### config.mk
export PLATFORM = sky130hd
export DESIGN_NAME = lcsd_top
export DESIGN_NICKNAME = d
export VERILOG_FILES = /design/src/rtl/lcsd_mr_mem.v /design/src/rtl/lcsd_top.v
export VERILOG_INCLUDE_DIRS = /design/src /design/src/rtl
export SDC_FILE = /design/constraint.sdc
export NUM_CORES = 2
export LEC_CHECK = 0
export ABC_AREA = 1
export BUFFER_PORTS_ARGS = -buffer_cell sky130_fd_sc_hd__buf_2
export CORE_ASPECT_RATIO = 1.5
export CORE_MARGIN = 4
export CORE_UTILIZATION = 45
export CTS_CLUSTER_DIAMETER = 120
export DETAILED_ROUTE_END_ITERATION = 16
export GPL_TIMING_DRIVEN = 0
export REMOVE_ABC_BUFFERS = 1
export SETUP_SLACK_MARGIN = 0.1
export SLEW_MARGIN = 20
export SYNTH_ARGS = -nofsm -noshare
export SYNTH_HDL_FRONTEND = slang
export SYNTH_HIERARCHICAL = 1
export SYNTH_SLANG_ARGS = --single-unit
### constraint.sdc
create_clock -name pclk -period 5.04 [get_ports pclk]
set_input_delay 1.008 -clock pclk [delete_from_list [all_inputs] [get_ports pclk]]
set_output_delay 1.008 -clock pclk [all_outputs]
set_load 0.01 [all_outputs]
### src/rtl/lcsd_defs.vh
`ifndef LCSD_DEFS_VH
`define LCSD_DEFS_VH
`define LCSD_NBANK        8
`define LCSD_APB_DEV_ST   12'h000
`define LCSD_APB_BANK_ST  12'h004
`define LCSD_APB_LAST     12'h008
`define LCSD_APB_CTRL     12'h00c
`define LCSD_APB_MRW      12'h010
`define LCSD_CTRL_RST     32'h0000_0000
// device state codes as read back
`define LCSD_D_PWRON      4'h0
`define LCSD_D_RESETTING  4'h1
`define LCSD_D_IDLE       4'h2
`define LCSD_D_ACTIVE     4'h3
`define LCSD_D_MRW        4'h4
`define LCSD_D_MRR_IDLE   4'h5
`define LCSD_D_MRR_ACT    4'h6
`define LCSD_D_MRR_RST    4'h7
`define LCSD_D_PD_ACT     4'h8
`define LCSD_D_PD_IDLE    4'h9
`define LCSD_D_PD_RST     4'ha
`define LCSD_D_SREF       4'hb
`define LCSD_D_DPD        4'hc
`define LCSD_D_REF        4'hd
// bank state codes
`define LCSD_B_IDLE       3'h0
`define LCSD_B_ACTIVE     3'h1
`define LCSD_B_READ       3'h2
`define LCSD_B_WRITE      3'h3
`define LCSD_B_PRE        3'h4
`define LCSD_B_REF        3'h5
// mode register address that means reset
`define LCSD_MA_RESET     8'h3f
`endif

### src/rtl/lcsd_mr_mem.v
`timescale 1ns/10ps
`default_nettype none
// small mode register store, registered read port
module lcsd_mr_mem
(
  input  wire       clk,
  input  wire       we,
  input  wire [7:0] waddr,
  input  wire [7:0] wdata,
  input  wire [7:0] raddr,
  output reg  [7:0] rdata
);
  reg [7:0] mem_r [0:255];

  // no reset on the array; contents are undefined until written
  always @(posedge clk)
  begin
    if (we)
      mem_r[waddr] <= wdata;
    rdata <= mem_r[raddr];
  end
endmodule
`default_nettype wire

### src/rtl/lcsd_top.v
// Added by the designer: the APB register port and the placing of the registers.
`timescale 1ns/10ps
`default_nettype none
`include "lcsd_defs.vh"
module lcsd_top
(
  input  wire        pclk,
  input  wire        presetn,
  input  wire        psel,
  input  wire        penable,
  input  wire        pwrite,
  input  wire [11:0] paddr,
  input  wire [31:0] pwdata,
  output reg  [31:0] prdata,
  output wire        pready,
  output wire        pslverr,
  input  wire        ck,
  input  wire        cke,
  input  wire        cs_n,
  input  wire [9:0]  ca,
  output reg  [3:0]  dev_state,
  output reg         cmd_valid,
  output reg  [3:0]  cmd_code,
  output reg  [2:0]  cmd_bank,
  output reg  [11:0] cmd_col,
  output reg         cmd_ap
);
  // command codes for the decoded-command output
  localparam [3:0] C_NOP = 4'h0, C_MRW = 4'h1, C_MRR = 4'h2,
                   C_REFPB = 4'h3, C_REFAB = 4'h4, C_ACT = 4'h5,
                   C_WR = 4'h6, C_RD = 4'h7, C_PRE = 4'h8,
                   C_BST = 4'h9, C_SREF = 4'ha, C_DPD = 4'hb,
                   C_PDE = 4'hc, C_EXIT = 4'hd, C_RESET = 4'he;
  // one-hot device states
  localparam [13:0] S_PWRON = 14'h0001, S_RESETTING = 14'h0002,
                    S_IDLE = 14'h0004, S_ACTIVE = 14'h0008,
                    S_MRW = 14'h0010, S_MRRI = 14'h0020,
                    S_MRRA = 14'h0040, S_MRRR = 14'h0080,
                    S_PDA = 14'h0100, S_PDI = 14'h0200,
                    S_PDR = 14'h0400, S_SREF = 14'h0800,
                    S_DPD = 14'h1000, S_REF = 14'h2000;

  // link pins pass two flops into the pclk domain
  reg [1:0] ck_s_r;
  reg [1:0] cke_s_r;
  reg [1:0] csn_s_r;
  reg [9:0] ca_s0_r;
  reg [9:0] ca_s1_r;
  reg       ck_d_r;
  always @(posedge pclk or negedge presetn)
  begin
    if (!presetn)
    begin
      ck_s_r  <= 2'b00;
      cke_s_r <= 2'b11;
      csn_s_r <= 2'b11;
      ca_s0_r <= 10'h000;
      ca_s1_r <= 10'h000;
      ck_d_r  <= 1'b0;
    end
    else
    begin
      ck_s_r  <= {ck_s_r[0], ck};
      cke_s_r <= {cke_s_r[0], cke};
      csn_s_r <= {csn_s_r[0], cs_n};
      ca_s0_r <= ca;
      ca_s1_r <= ca_s0_r;
      ck_d_r  <= ck_s_r[1];
    end
  end
  wire ck_rise = ck_s_r[1] & ~ck_d_r;
  wire ck_fall = ~ck_s_r[1] & ck_d_r;

  // capture both halves; rise half waits for its fall partner
  reg [9:0] ca_r_r;
  reg       csn_r_r;
  reg       cke_n_r;
  reg       cke_p_r;
  reg       half_r;
  always @(posedge pclk or negedge presetn)
  begin
    if (!presetn)
    begin
      ca_r_r  <= 10'h000;
      csn_r_r <= 1'b1;
      cke_n_r <= 1'b1;    // cke parks high; a low start decodes a false exit
      cke_p_r <= 1'b1;
      half_r  <= 1'b0;
    end
    else if (ck_rise)
    begin
      ca_r_r  <= ca_s1_r;
      csn_r_r <= csn_s_r[1];
      cke_p_r <= cke_n_r;
      cke_n_r <= cke_s_r[1];
      half_r  <= 1'b1;
    end
    else if (ck_fall)
      half_r <= 1'b0;
  end
  wire       cmd_go = ck_fall & half_r;
  wire [9:0] ca_f = ca_s1_r;
  // a nop in either encoding
  wire nop_enc = csn_r_r | (ca_r_r[0] & ca_r_r[1] & ca_r_r[2]);

  // decode from cs_n, ca0..ca3 and cke only
  function [3:0] dec_cmd;
    input       csn;
    input [3:0] c;
    input       ckep;
    input       ckec;
    begin
      if (!ckep && ckec)
        dec_cmd = C_EXIT;
      else if (!ckep)
        dec_cmd = C_NOP;
      else if (!ckec)
        dec_cmd = csn ? C_PDE : (c[2:0] == 3'b100) ? C_SREF :
                  (c[2:0] == 3'b011) ? C_DPD : C_NOP;
      else if (csn || c[2:0] == 3'b111)
        dec_cmd = C_NOP;
      else if (c == 4'b0000)
        dec_cmd = C_MRW;
      else if (c == 4'b1000)
        dec_cmd = C_MRR;
      else if (c == 4'b0100)
        dec_cmd = C_REFPB;
      else if (c == 4'b1100)
        dec_cmd = C_REFAB;
      else if (c[1:0] == 2'b10)
        dec_cmd = C_ACT;
      else if (c[2:0] == 3'b001)
        dec_cmd = C_WR;
      else if (c[2:0] == 3'b101)
        dec_cmd = C_RD;
      else if (c == 4'b1011)
        dec_cmd = C_PRE;
      else
        dec_cmd = C_BST;
    end
  endfunction

  wire [3:0] cmd_raw = dec_cmd(nop_enc, ca_r_r[3:0], cke_p_r, cke_n_r);
  wire [7:0] ma = {ca_f[1:0], ca_r_r[9:4]};
  wire [7:0] op = ca_f[9:2];
  wire [3:0] cmd = (cmd_raw == C_MRW && ma == `LCSD_MA_RESET) ? C_RESET
                   : cmd_raw;
  wire [2:0] bank = ca_r_r[9:7];
  wire [11:0] col = {ca_f[9:1], ca_r_r[6:5], 1'b0};
  wire ap = ca_f[0];
  wire ab = ca_r_r[4];

  // apb control: bit0 init interval expired, bit1 state timer done
  reg [31:0] ctrl_r;
  wire init_done = ctrl_r[0];
  wire tmr_done  = ctrl_r[1];

  // bank state array and most recent burst pointer
  reg [2:0]  bst_r [0:`LCSD_NBANK-1];
  reg [7:0]  bap_r;
  reg [2:0]  last_bank_r;
  reg [13:0] st_r;
  reg [13:0] st_nxt;
  integer i;
  integer j;
  integer k;

  // true when every bank is idle
  reg all_idle;
  reg any_act;
  always @*
  begin
    all_idle = 1'b1;
    any_act  = 1'b0;
    for (j = 0; j < `LCSD_NBANK; j = j + 1)
    begin
      if (bst_r[j] != `LCSD_B_IDLE)
        all_idle = 1'b0;
      if (bst_r[j] != `LCSD_B_IDLE && bst_r[j] != `LCSD_B_PRE)
        any_act = 1'b1;
    end
  end

  // device level state machine
  always @*
  begin
    st_nxt = st_r;
    case (st_r)
      S_PWRON:
        if (cmd_go && cmd == C_RESET)
          st_nxt = S_RESETTING;
      S_RESETTING:
        if (cmd_go && cmd == C_MRR)
          st_nxt = S_MRRR;
        else if (cmd_go && cmd == C_PDE)
          st_nxt = S_PDR;
        else if (init_done)
          st_nxt = S_IDLE;
      S_IDLE, S_ACTIVE:
        if (cmd_go)
        begin
          if (cmd == C_RESET && st_r == S_IDLE && all_idle)
            st_nxt = S_RESETTING;
          else if (cmd == C_MRW && all_idle)
            st_nxt = S_MRW;
          else if (cmd == C_MRR)
            st_nxt = any_act ? S_MRRA : S_MRRI;
          else if (cmd == C_REFAB && all_idle)
            st_nxt = S_REF;
          else if (cmd == C_PDE)
            st_nxt = any_act ? S_PDA : S_PDI;
          else if (cmd == C_SREF && all_idle)
            st_nxt = S_SREF;
          else if (cmd == C_DPD && all_idle)
            st_nxt = S_DPD;
        end
      S_MRW, S_MRRI, S_MRRR, S_REF:
        if (tmr_done)
          st_nxt = S_IDLE;
      S_MRRA:
        if (tmr_done)
          st_nxt = S_ACTIVE;
      S_PDA:
        if (cmd_go && cmd == C_EXIT)
          st_nxt = S_ACTIVE;
      S_PDI:
        if (cmd_go && cmd == C_EXIT)
          st_nxt = S_IDLE;
      S_PDR:
        if (cmd_go && cmd == C_EXIT)
          st_nxt = init_done ? S_IDLE : S_RESETTING;
      S_SREF:
        if (cke_s_r[1])
          st_nxt = S_IDLE;
      S_DPD:
        if (cke_s_r[1])
          st_nxt = S_PWRON;
      default:
        st_nxt = S_PWRON;
    endcase
    if (st_nxt == S_IDLE && any_act)
      st_nxt = S_ACTIVE;
    if (st_nxt == S_ACTIVE && !any_act)
      st_nxt = S_IDLE;
  end

  wire bank_cmd = cmd_go && (st_r == S_IDLE || st_r == S_ACTIVE);
  wire mr_we = cmd_go && st_r == S_IDLE && cmd == C_MRW && all_idle;

  // per-bank transitions; timer completion closes transient states
  always @(posedge pclk or negedge presetn)
  begin
    if (!presetn)
    begin
      for (i = 0; i < `LCSD_NBANK; i = i + 1)
        bst_r[i] <= `LCSD_B_IDLE;
      bap_r       <= 8'h00;
      last_bank_r <= 3'h0;
      st_r        <= S_PWRON;
    end
    else
    begin
      st_r <= st_nxt;
      if (st_nxt == S_PWRON || st_nxt == S_RESETTING)
        for (i = 0; i < `LCSD_NBANK; i = i + 1)
          bst_r[i] <= `LCSD_B_IDLE;
      else if (bank_cmd)
      begin
        case (cmd)
          C_ACT:
            if (bst_r[bank] == `LCSD_B_IDLE)
              bst_r[bank] <= `LCSD_B_ACTIVE;
          C_REFPB:
            if (`LCSD_NBANK == 8 && bst_r[bank] == `LCSD_B_IDLE)
              bst_r[bank] <= `LCSD_B_REF;
          C_RD, C_WR:
            if (bst_r[bank] == `LCSD_B_ACTIVE ||
                bst_r[bank] == `LCSD_B_READ ||
                bst_r[bank] == `LCSD_B_WRITE)
            begin
              bst_r[bank] <= (cmd == C_RD) ? `LCSD_B_READ
                                           : `LCSD_B_WRITE;
              bap_r[bank] <= ap;
              last_bank_r <= bank;
            end
          C_BST:
            if (bst_r[last_bank_r] == `LCSD_B_READ ||
                bst_r[last_bank_r] == `LCSD_B_WRITE)
              bst_r[last_bank_r] <= bap_r[last_bank_r] ? `LCSD_B_PRE
                                  : `LCSD_B_ACTIVE;
          C_PRE:
            for (i = 0; i < `LCSD_NBANK; i = i + 1)
              if ((ab || i == bank) &&
                  (bst_r[i] == `LCSD_B_IDLE ||
                   bst_r[i] == `LCSD_B_ACTIVE))
                bst_r[i] <= `LCSD_B_PRE;
          default:
            bst_r[0] <= bst_r[0];
        endcase
      end
      else if (tmr_done)
        for (i = 0; i < `LCSD_NBANK; i = i + 1)
          if (bst_r[i] == `LCSD_B_PRE || bst_r[i] == `LCSD_B_REF)
            bst_r[i] <= `LCSD_B_IDLE;
          else if (bap_r[i] && (bst_r[i] == `LCSD_B_READ ||
                                bst_r[i] == `LCSD_B_WRITE))
            bst_r[i] <= `LCSD_B_PRE;
    end
  end

  // mode register store
  wire [7:0] mr_rdata;
  lcsd_mr_mem u_mr
  (
    .clk   (pclk),
    .we    (mr_we),
    .waddr (ma),
    .wdata (op),
    .raddr (pwdata[7:0]),
    .rdata (mr_rdata)
  );

  // state code for readback
  function [3:0] st_code;
    input [13:0] s;
    begin
      case (s)
        S_RESETTING: st_code = `LCSD_D_RESETTING;
        S_IDLE:      st_code = `LCSD_D_IDLE;
        S_ACTIVE:    st_code = `LCSD_D_ACTIVE;
        S_MRW:       st_code = `LCSD_D_MRW;
        S_MRRI:      st_code = `LCSD_D_MRR_IDLE;
        S_MRRA:      st_code = `LCSD_D_MRR_ACT;
        S_MRRR:      st_code = `LCSD_D_MRR_RST;
        S_PDA:       st_code = `LCSD_D_PD_ACT;
        S_PDI:       st_code = `LCSD_D_PD_IDLE;
        S_PDR:       st_code = `LCSD_D_PD_RST;
        S_SREF:      st_code = `LCSD_D_SREF;
        S_DPD:       st_code = `LCSD_D_DPD;
        S_REF:       st_code = `LCSD_D_REF;
        default:     st_code = `LCSD_D_PWRON;
      endcase
    end
  endfunction

  // registered status outputs and last command record
  always @(posedge pclk or negedge presetn)
  begin
    if (!presetn)
    begin
      dev_state <= `LCSD_D_PWRON;
      cmd_valid <= 1'b0;
      cmd_code  <= C_NOP;
      cmd_bank  <= 3'h0;
      cmd_col   <= 12'h000;
      cmd_ap    <= 1'b0;
    end
    else
    begin
      dev_state <= st_code(st_nxt);
      cmd_valid <= cmd_go && cmd != C_NOP;
      if (cmd_go && cmd != C_NOP)
      begin
        cmd_code <= cmd;
        cmd_bank <= bank;
        cmd_col  <= col;
        cmd_ap   <= ap;
      end
    end
  end

  // apb slave: zero wait states, unmapped reads zero with error
  wire acc = psel & penable;
  wire hit = (paddr == `LCSD_APB_DEV_ST) || (paddr == `LCSD_APB_BANK_ST) ||
             (paddr == `LCSD_APB_LAST) || (paddr == `LCSD_APB_CTRL) ||
             (paddr == `LCSD_APB_MRW);
  assign pready  = 1'b1;
  assign pslverr = acc & ~hit;
  reg [23:0] bank_flat;
  always @*
  begin
    bank_flat = 24'h000000;
    for (k = 0; k < `LCSD_NBANK; k = k + 1)
      bank_flat[k*3 +: 3] = bst_r[k];
  end
  // timer-done bit is a one-shot so transient states close exactly once
  always @(posedge pclk or negedge presetn)
  begin
    if (!presetn)
      ctrl_r <= `LCSD_CTRL_RST;
    else if (acc && pwrite && paddr == `LCSD_APB_CTRL)
      ctrl_r <= pwdata;
    else
      ctrl_r[1] <= 1'b0;
  end
  always @*
  begin
    if (paddr == `LCSD_APB_DEV_ST)
      prdata = {28'h0000000, dev_state};
    else if (paddr == `LCSD_APB_BANK_ST)
      prdata = {8'h00, bank_flat};
    else if (paddr == `LCSD_APB_LAST)
      prdata = {12'h000, cmd_ap, cmd_bank, cmd_col, cmd_code};
    else if (paddr == `LCSD_APB_CTRL)
      prdata = ctrl_r;
    else if (paddr == `LCSD_APB_MRW)
      prdata = {24'h000000, mr_rdata};
    else
      prdata = 32'h00000000;
  end
endmodule
`default_nettype wire

# Word level (Yosys, flattened, before mapping)
# Memories as Yosys holds them, arrays and structs flattened. A register that Yosys moved wholly into a read port is not among the register bits.
# Cells that the tools add are included.
[totals]
reg_bits = 146
ramBits = 2048
in_bits = 62
out_inout_bits = 59
mem_count = 1
[memory_table]
columns = ["name", "words", "width", "rd", "rd_ports_with_merged_regs", "write_ports", "line_no", "source"]
rows = [
  ["u_mr.mem_r", 256, 8, 1, 1, 1, "lcsd_mr_mem.v:13", "reg [7:0] mem_r [0:255];"],
]
[classes]
order_cmp = 7
eq_ne = 133
n_mux = 120
bitwise_logic = 20
reduce_logical = 135
[op_table]
columns = ["cell", "n"]
rows = [
  ["$mux W14", 21],
  ["$mux W24", 7],
  ["$pmux W14 S10", 1],
  ["$mux W32", 4],
  ["$pmux W21 S5", 1],
  ["$mux W3", 32],
  ["$reduce_and A8 Y1", 8],
  ["$eq A3 B2 Y1 const B", 21],
  ["$mux W4", 15],
  ["$eq A3 B3 Y1 const B", 19],
  ["$pmux W4 S13", 1],
  ["$bwmux W24", 2],
  ["$logic_and A1 B1 Y1", 48],
  ["$ne A4 B4 Y1 const B", 12],
  ["$eq A14 B3 Y1 const B", 3],
  ["$eq A14 B4 Y1 const B", 3],
  ["$logic_or A1 B1 Y1", 42],
  ["$eq A4 B4 Y1 const B", 10],
  ["$reduce_bool A4 Y1", 9],
  ["$eq A3 B1 Y1 const B", 10],
  ["$logic_not A3 Y1", 10],
  ["$eq A14 B1 Y1 const B", 2],
  ["$eq A14 B10 Y1 const B", 2],
  ["$eq A14 B11 Y1 const B", 2],
  ["other kinds (54)", 130],
]

# Longest topological paths before layout
[depth]
depth_word = 37
mapped_depth = 26
mapped_depth_nobuf = 24

# Modules after synthesis
# The synthesis kept the hierarchy.
[modules_own_cells]
columns = ["module", "instances", "cells_each", "area_per_inst_um2", "seq_area_each_um2"]
rows = [
  ["lcsd_mr_mem", 1, 7003, 83396.2, 61659.1],
  ["lcsd_top", 1, 1233, 9039.9, 3663.5],
]

# Worst setup path after synthesis
# OpenSTA, ideal clock, no wires.
[synth_timing]
kind = "flip-flop to flip-flop"
start = "register ca_s1_r[2] (netlist: ca_f[2])"
end = "memory u_mr.mem_r[0][0] (data pin)"
setup_time_ns = 0.807
arrival_ns = 3.198
required_ns = 4.233
slack_ns = 1.036
stages_incl_launch_ff = 1
cell_sequence = "dfrtp_1"
[synth_lines]
columns = ["item", "line_no", "source"]
rows = [
  ["start: declaration", "lcsd_top.v:48", "reg [9:0] ca_s1_r;"],
  ["start signal: assignment", "lcsd_top.v:67", "ca_s1_r <= ca_s0_r;"],
  ["end: declaration", "lcsd_mr_mem.v:13", ""],
]
# Straight into the memory's write port.

==> flow_summary.yaml <==
detailed_routing:
  avgViaCountPerCell: 5.702
  drtAntennaViolNets: 0
  drc_errors: 0
  num_vias: 62530
  wl_met3_um: 15690
  drt-met1-wl_um: 99470
  wl_per_cell_um: 24.21
  wl_met2_um: 133900
  drt_iter0_drc: 5963
  top_layer_used: "met4"
  drt_first_pass_iters: 6
  drt-total-wl_um: 265500
logic_synthesis:
  syn_area_per_cell_um2: 11.22
  synthesis.area_um2: 92440
  yosys_warnings: 6
  yosysMostFrequentCell: "nand2_1"
  yosysUniqueCellTypes: 58
  synthTopCellsByArea: "edfxtp_1 67%, nand3_1 11%, nand2_1 9.7%"
  ys_seq_elements: 2202
  yosysTopAreaCell: "edfxtp_1"
  netlist_instances: 8236
  synth_edf_count: 2048
  seq_area_frac_synth: 0.7067
  yosysTopAreaCellShare: 0.6653
  synth_ff_type: "edfxtp_1"
  synthTopCellsByCount: "2393 x nand2_1, 2095 x nand3_1, 2048 x edfxtp_1, 414 x nor2_1, 269 x buf_2"
  postSynth.asyncResetShare: 0.06630
floorplanning:
  rows: 203
  design.die.area_um2: 212900
  die_h_um: 563.1
  core_area_um2: 204200
  fp.dieW_um: 378.1
  ios: 121
  start_util: 0.4527
cts:
  clk_pin_slew_ps: 60
  cts.sinks: 2202
  cts_made_buffers: 203
  htreeDepth: 4
  tritoncts: "built"
  clock_path_buffers: 4
  cts_root_buf: "clkbuf_16"
  clk_latency_ps: 850
global_routing:
  grt_pass1_wl_um: 388800
  antenna_found_initial: 5
  grt_max_degree: 179
  grt_remaining_overflow: 0
  grt_pass1_vias: 59760
  grt_usage: 0.2429
timing:
  whs_ps: 150.7
  final.min_clock_period_ps: 4953
  rsz0062_at_grt: "yes"
  fin_tns_setup_ps: 0
  fmax_mhz: 201.9
  fin_crit_sh: 0.9828
  maxSlewViolCount: 0
  fin_ws_ps: 86.59
  setup_viol: 0
  hold_violations: 0
  tightest_slew_ps: 1097
  maxSlewHeadroom: 0.2659
  skew_ps: 39.31
place:
  routabilityCongestion: 0.9492
  dp_cells: 10600
  dp_slack_ps: -1428
  dp_hpwl_um: 159800
  io_buffers: 118
status:
  outcome: "complete, no violations"
final_layout:
  multi_input_area_um2: 23750
  drive_gt1_frac: 0.07390
  area_growth_syn_to_layout_pct: 10.85
  nets: 8207
  nFillCells: 17790
  stdcell_count: 10970
  seqCellArea_um2: 65350
setup_path:
  r2r_cells: 12
  critPathKind: "primary input to register"
  crit_required_ps: 5750
  cp-start-kind: "primary input"
  end_kind: "register"
  crit_fanout: 104
  arrival_ps: 5660
hold_path:
  hp-class: "primary input to async pin"
power_and_ir_drop:
  total_power_mw: 38.09
  cellPowerDensity_nw_per_um2: 371.7
  leakage_nw: 37.03
  vdd_drop_max_mv: 0.3011
job:
  max-cap-violations: 0
[routing by layer]
metal	vias up	global-route usage
met5	-	0
met4	0	0.1324
met3	603	0.02814
li1	28760	-
met2	2355	0.4236
met1	30810	0.2944
[timing repair]
item | 4_1_cts | 5_1_grt
gates cloned | 5 | 3
endpoints found under the setup margin | 8 | 100
gates resized for setup | 0 | 4
buffers inserted | 0 | 0
hold buffers | 0 | 0
hold endpoints to repair | 0 | 0
[cell type report]
class                      instances  area share
sequential                      2202      0.6378
clock inverter                    96    0.006887
clock buffer                     261     0.05283
tap                             2665     0.03254
multi-input combinational       5285      0.2318
antenna                            5   0.0001221
timing repair buffer             218     0.02909
inverter                         233    0.008963
[power by group]
group          total, mW  internal, mW  switching (mW)
clock               14.5          8.01            6.53
combinational       3.24         0.857            2.38
sequential          20.3          20.1           0.211
[critical path: stages]
cell	delay, ps
buf_12	320
buf_16	360
buf_16	310
buf_16	290
inv_16	60
buf_16	200
buf_16	360
buf_16	260
nand2_1	150
nand3_1	80
nand3_1	120
nand3_1	180
nand3_1	330
nand3_1	260
nand3_1	200
nand2_1	160
nand2_1	130
nand2_1	90
[cell families after synthesis]
group	synth area share
adder cells (fa/ha/maj)	0.0002707
buffers and inverters	0.03764
multiplexers	0.003776
AND/OR/NAND/NOR	0.2351
flip-flops	0.7067
other	0.00008125
AO/OA/AOI/OAI	0.01646
[flip-flops by register name (all words and copies together) (netlist names), 2 cells and up]
name / cells
cke_s_r: 2
cmd_code: 4
u_mr/mem_r: 2048
ck_s_r: 2
ca_f: 10
cmd_bank: 3
bap_r: 8
u_mr/rdata: 8
dev_state: 4
ca_r_r: 10
csn_s_r: 2
cmd_col: 11
ca_s0_r: 10
ctrl_r: 32
last_bank_r: 3
bank_flat: 24
st_r: 14
[metrics by stage]
step	instance area (um2)	util
finish	102500	0.5018
floorplan	89840	-
global route	102500	0.5017
detailed placement	96080	0.4705
global placement	93760	0.4591
CTS	102400	0.5013
[final timing paths]
check                      slack [ps]                      from                      endpoint
max                                90                 pwdata[0]         u_mr/rdata[3]$_DFF_P_
min                               150                   presetn         ctrl_r[2]$_DFFE_PN0P_
max reg2reg                       230  bank_flat[4]$_DFFE_PN0P_  u_mr/mem_r[146][2]$_DFFE_PP_
min reg2reg                       350      ca_s0_r[2]$_DFF_PN0_             ca_f[2]$_DFF_PN0_
max in group asynchronous        4070                   presetn             ca_f[9]$_DFF_PN0_
min in group pclk                 280                       cke          cke_s_r[0]$_DFF_PN1_
[cell usage in the layout (no fill, tap or decap), types with 19 or more instances in the layout]
cell type / synthesis / routed
nand4_1: 30 / 30
buf_2: 269 / 115
clkbuf_16: 0 / 210
clkbuf_1: 139 / 51
a21oi_1: 34 / 34
buf_12: 0 / 23
inv_1: 225 / 222
clkinv_1: 1 / 40
buf_16: 0 / 56
edfxtp_1: 2048 / 2048
nand2_1: 2393 / 2377
clkinv_2: 0 / 37
dfrtp_1: 138 / 130
nor3_1: 24 / 21
nor2_1: 414 / 408
o21ai_0: 108 / 108
a221oi_1: 19 / 19
nand3_1: 2095 / 2095
nand2_2: 17 / 27
mux2_2: 31 / 31
Power figures use the tool's default switching activity.
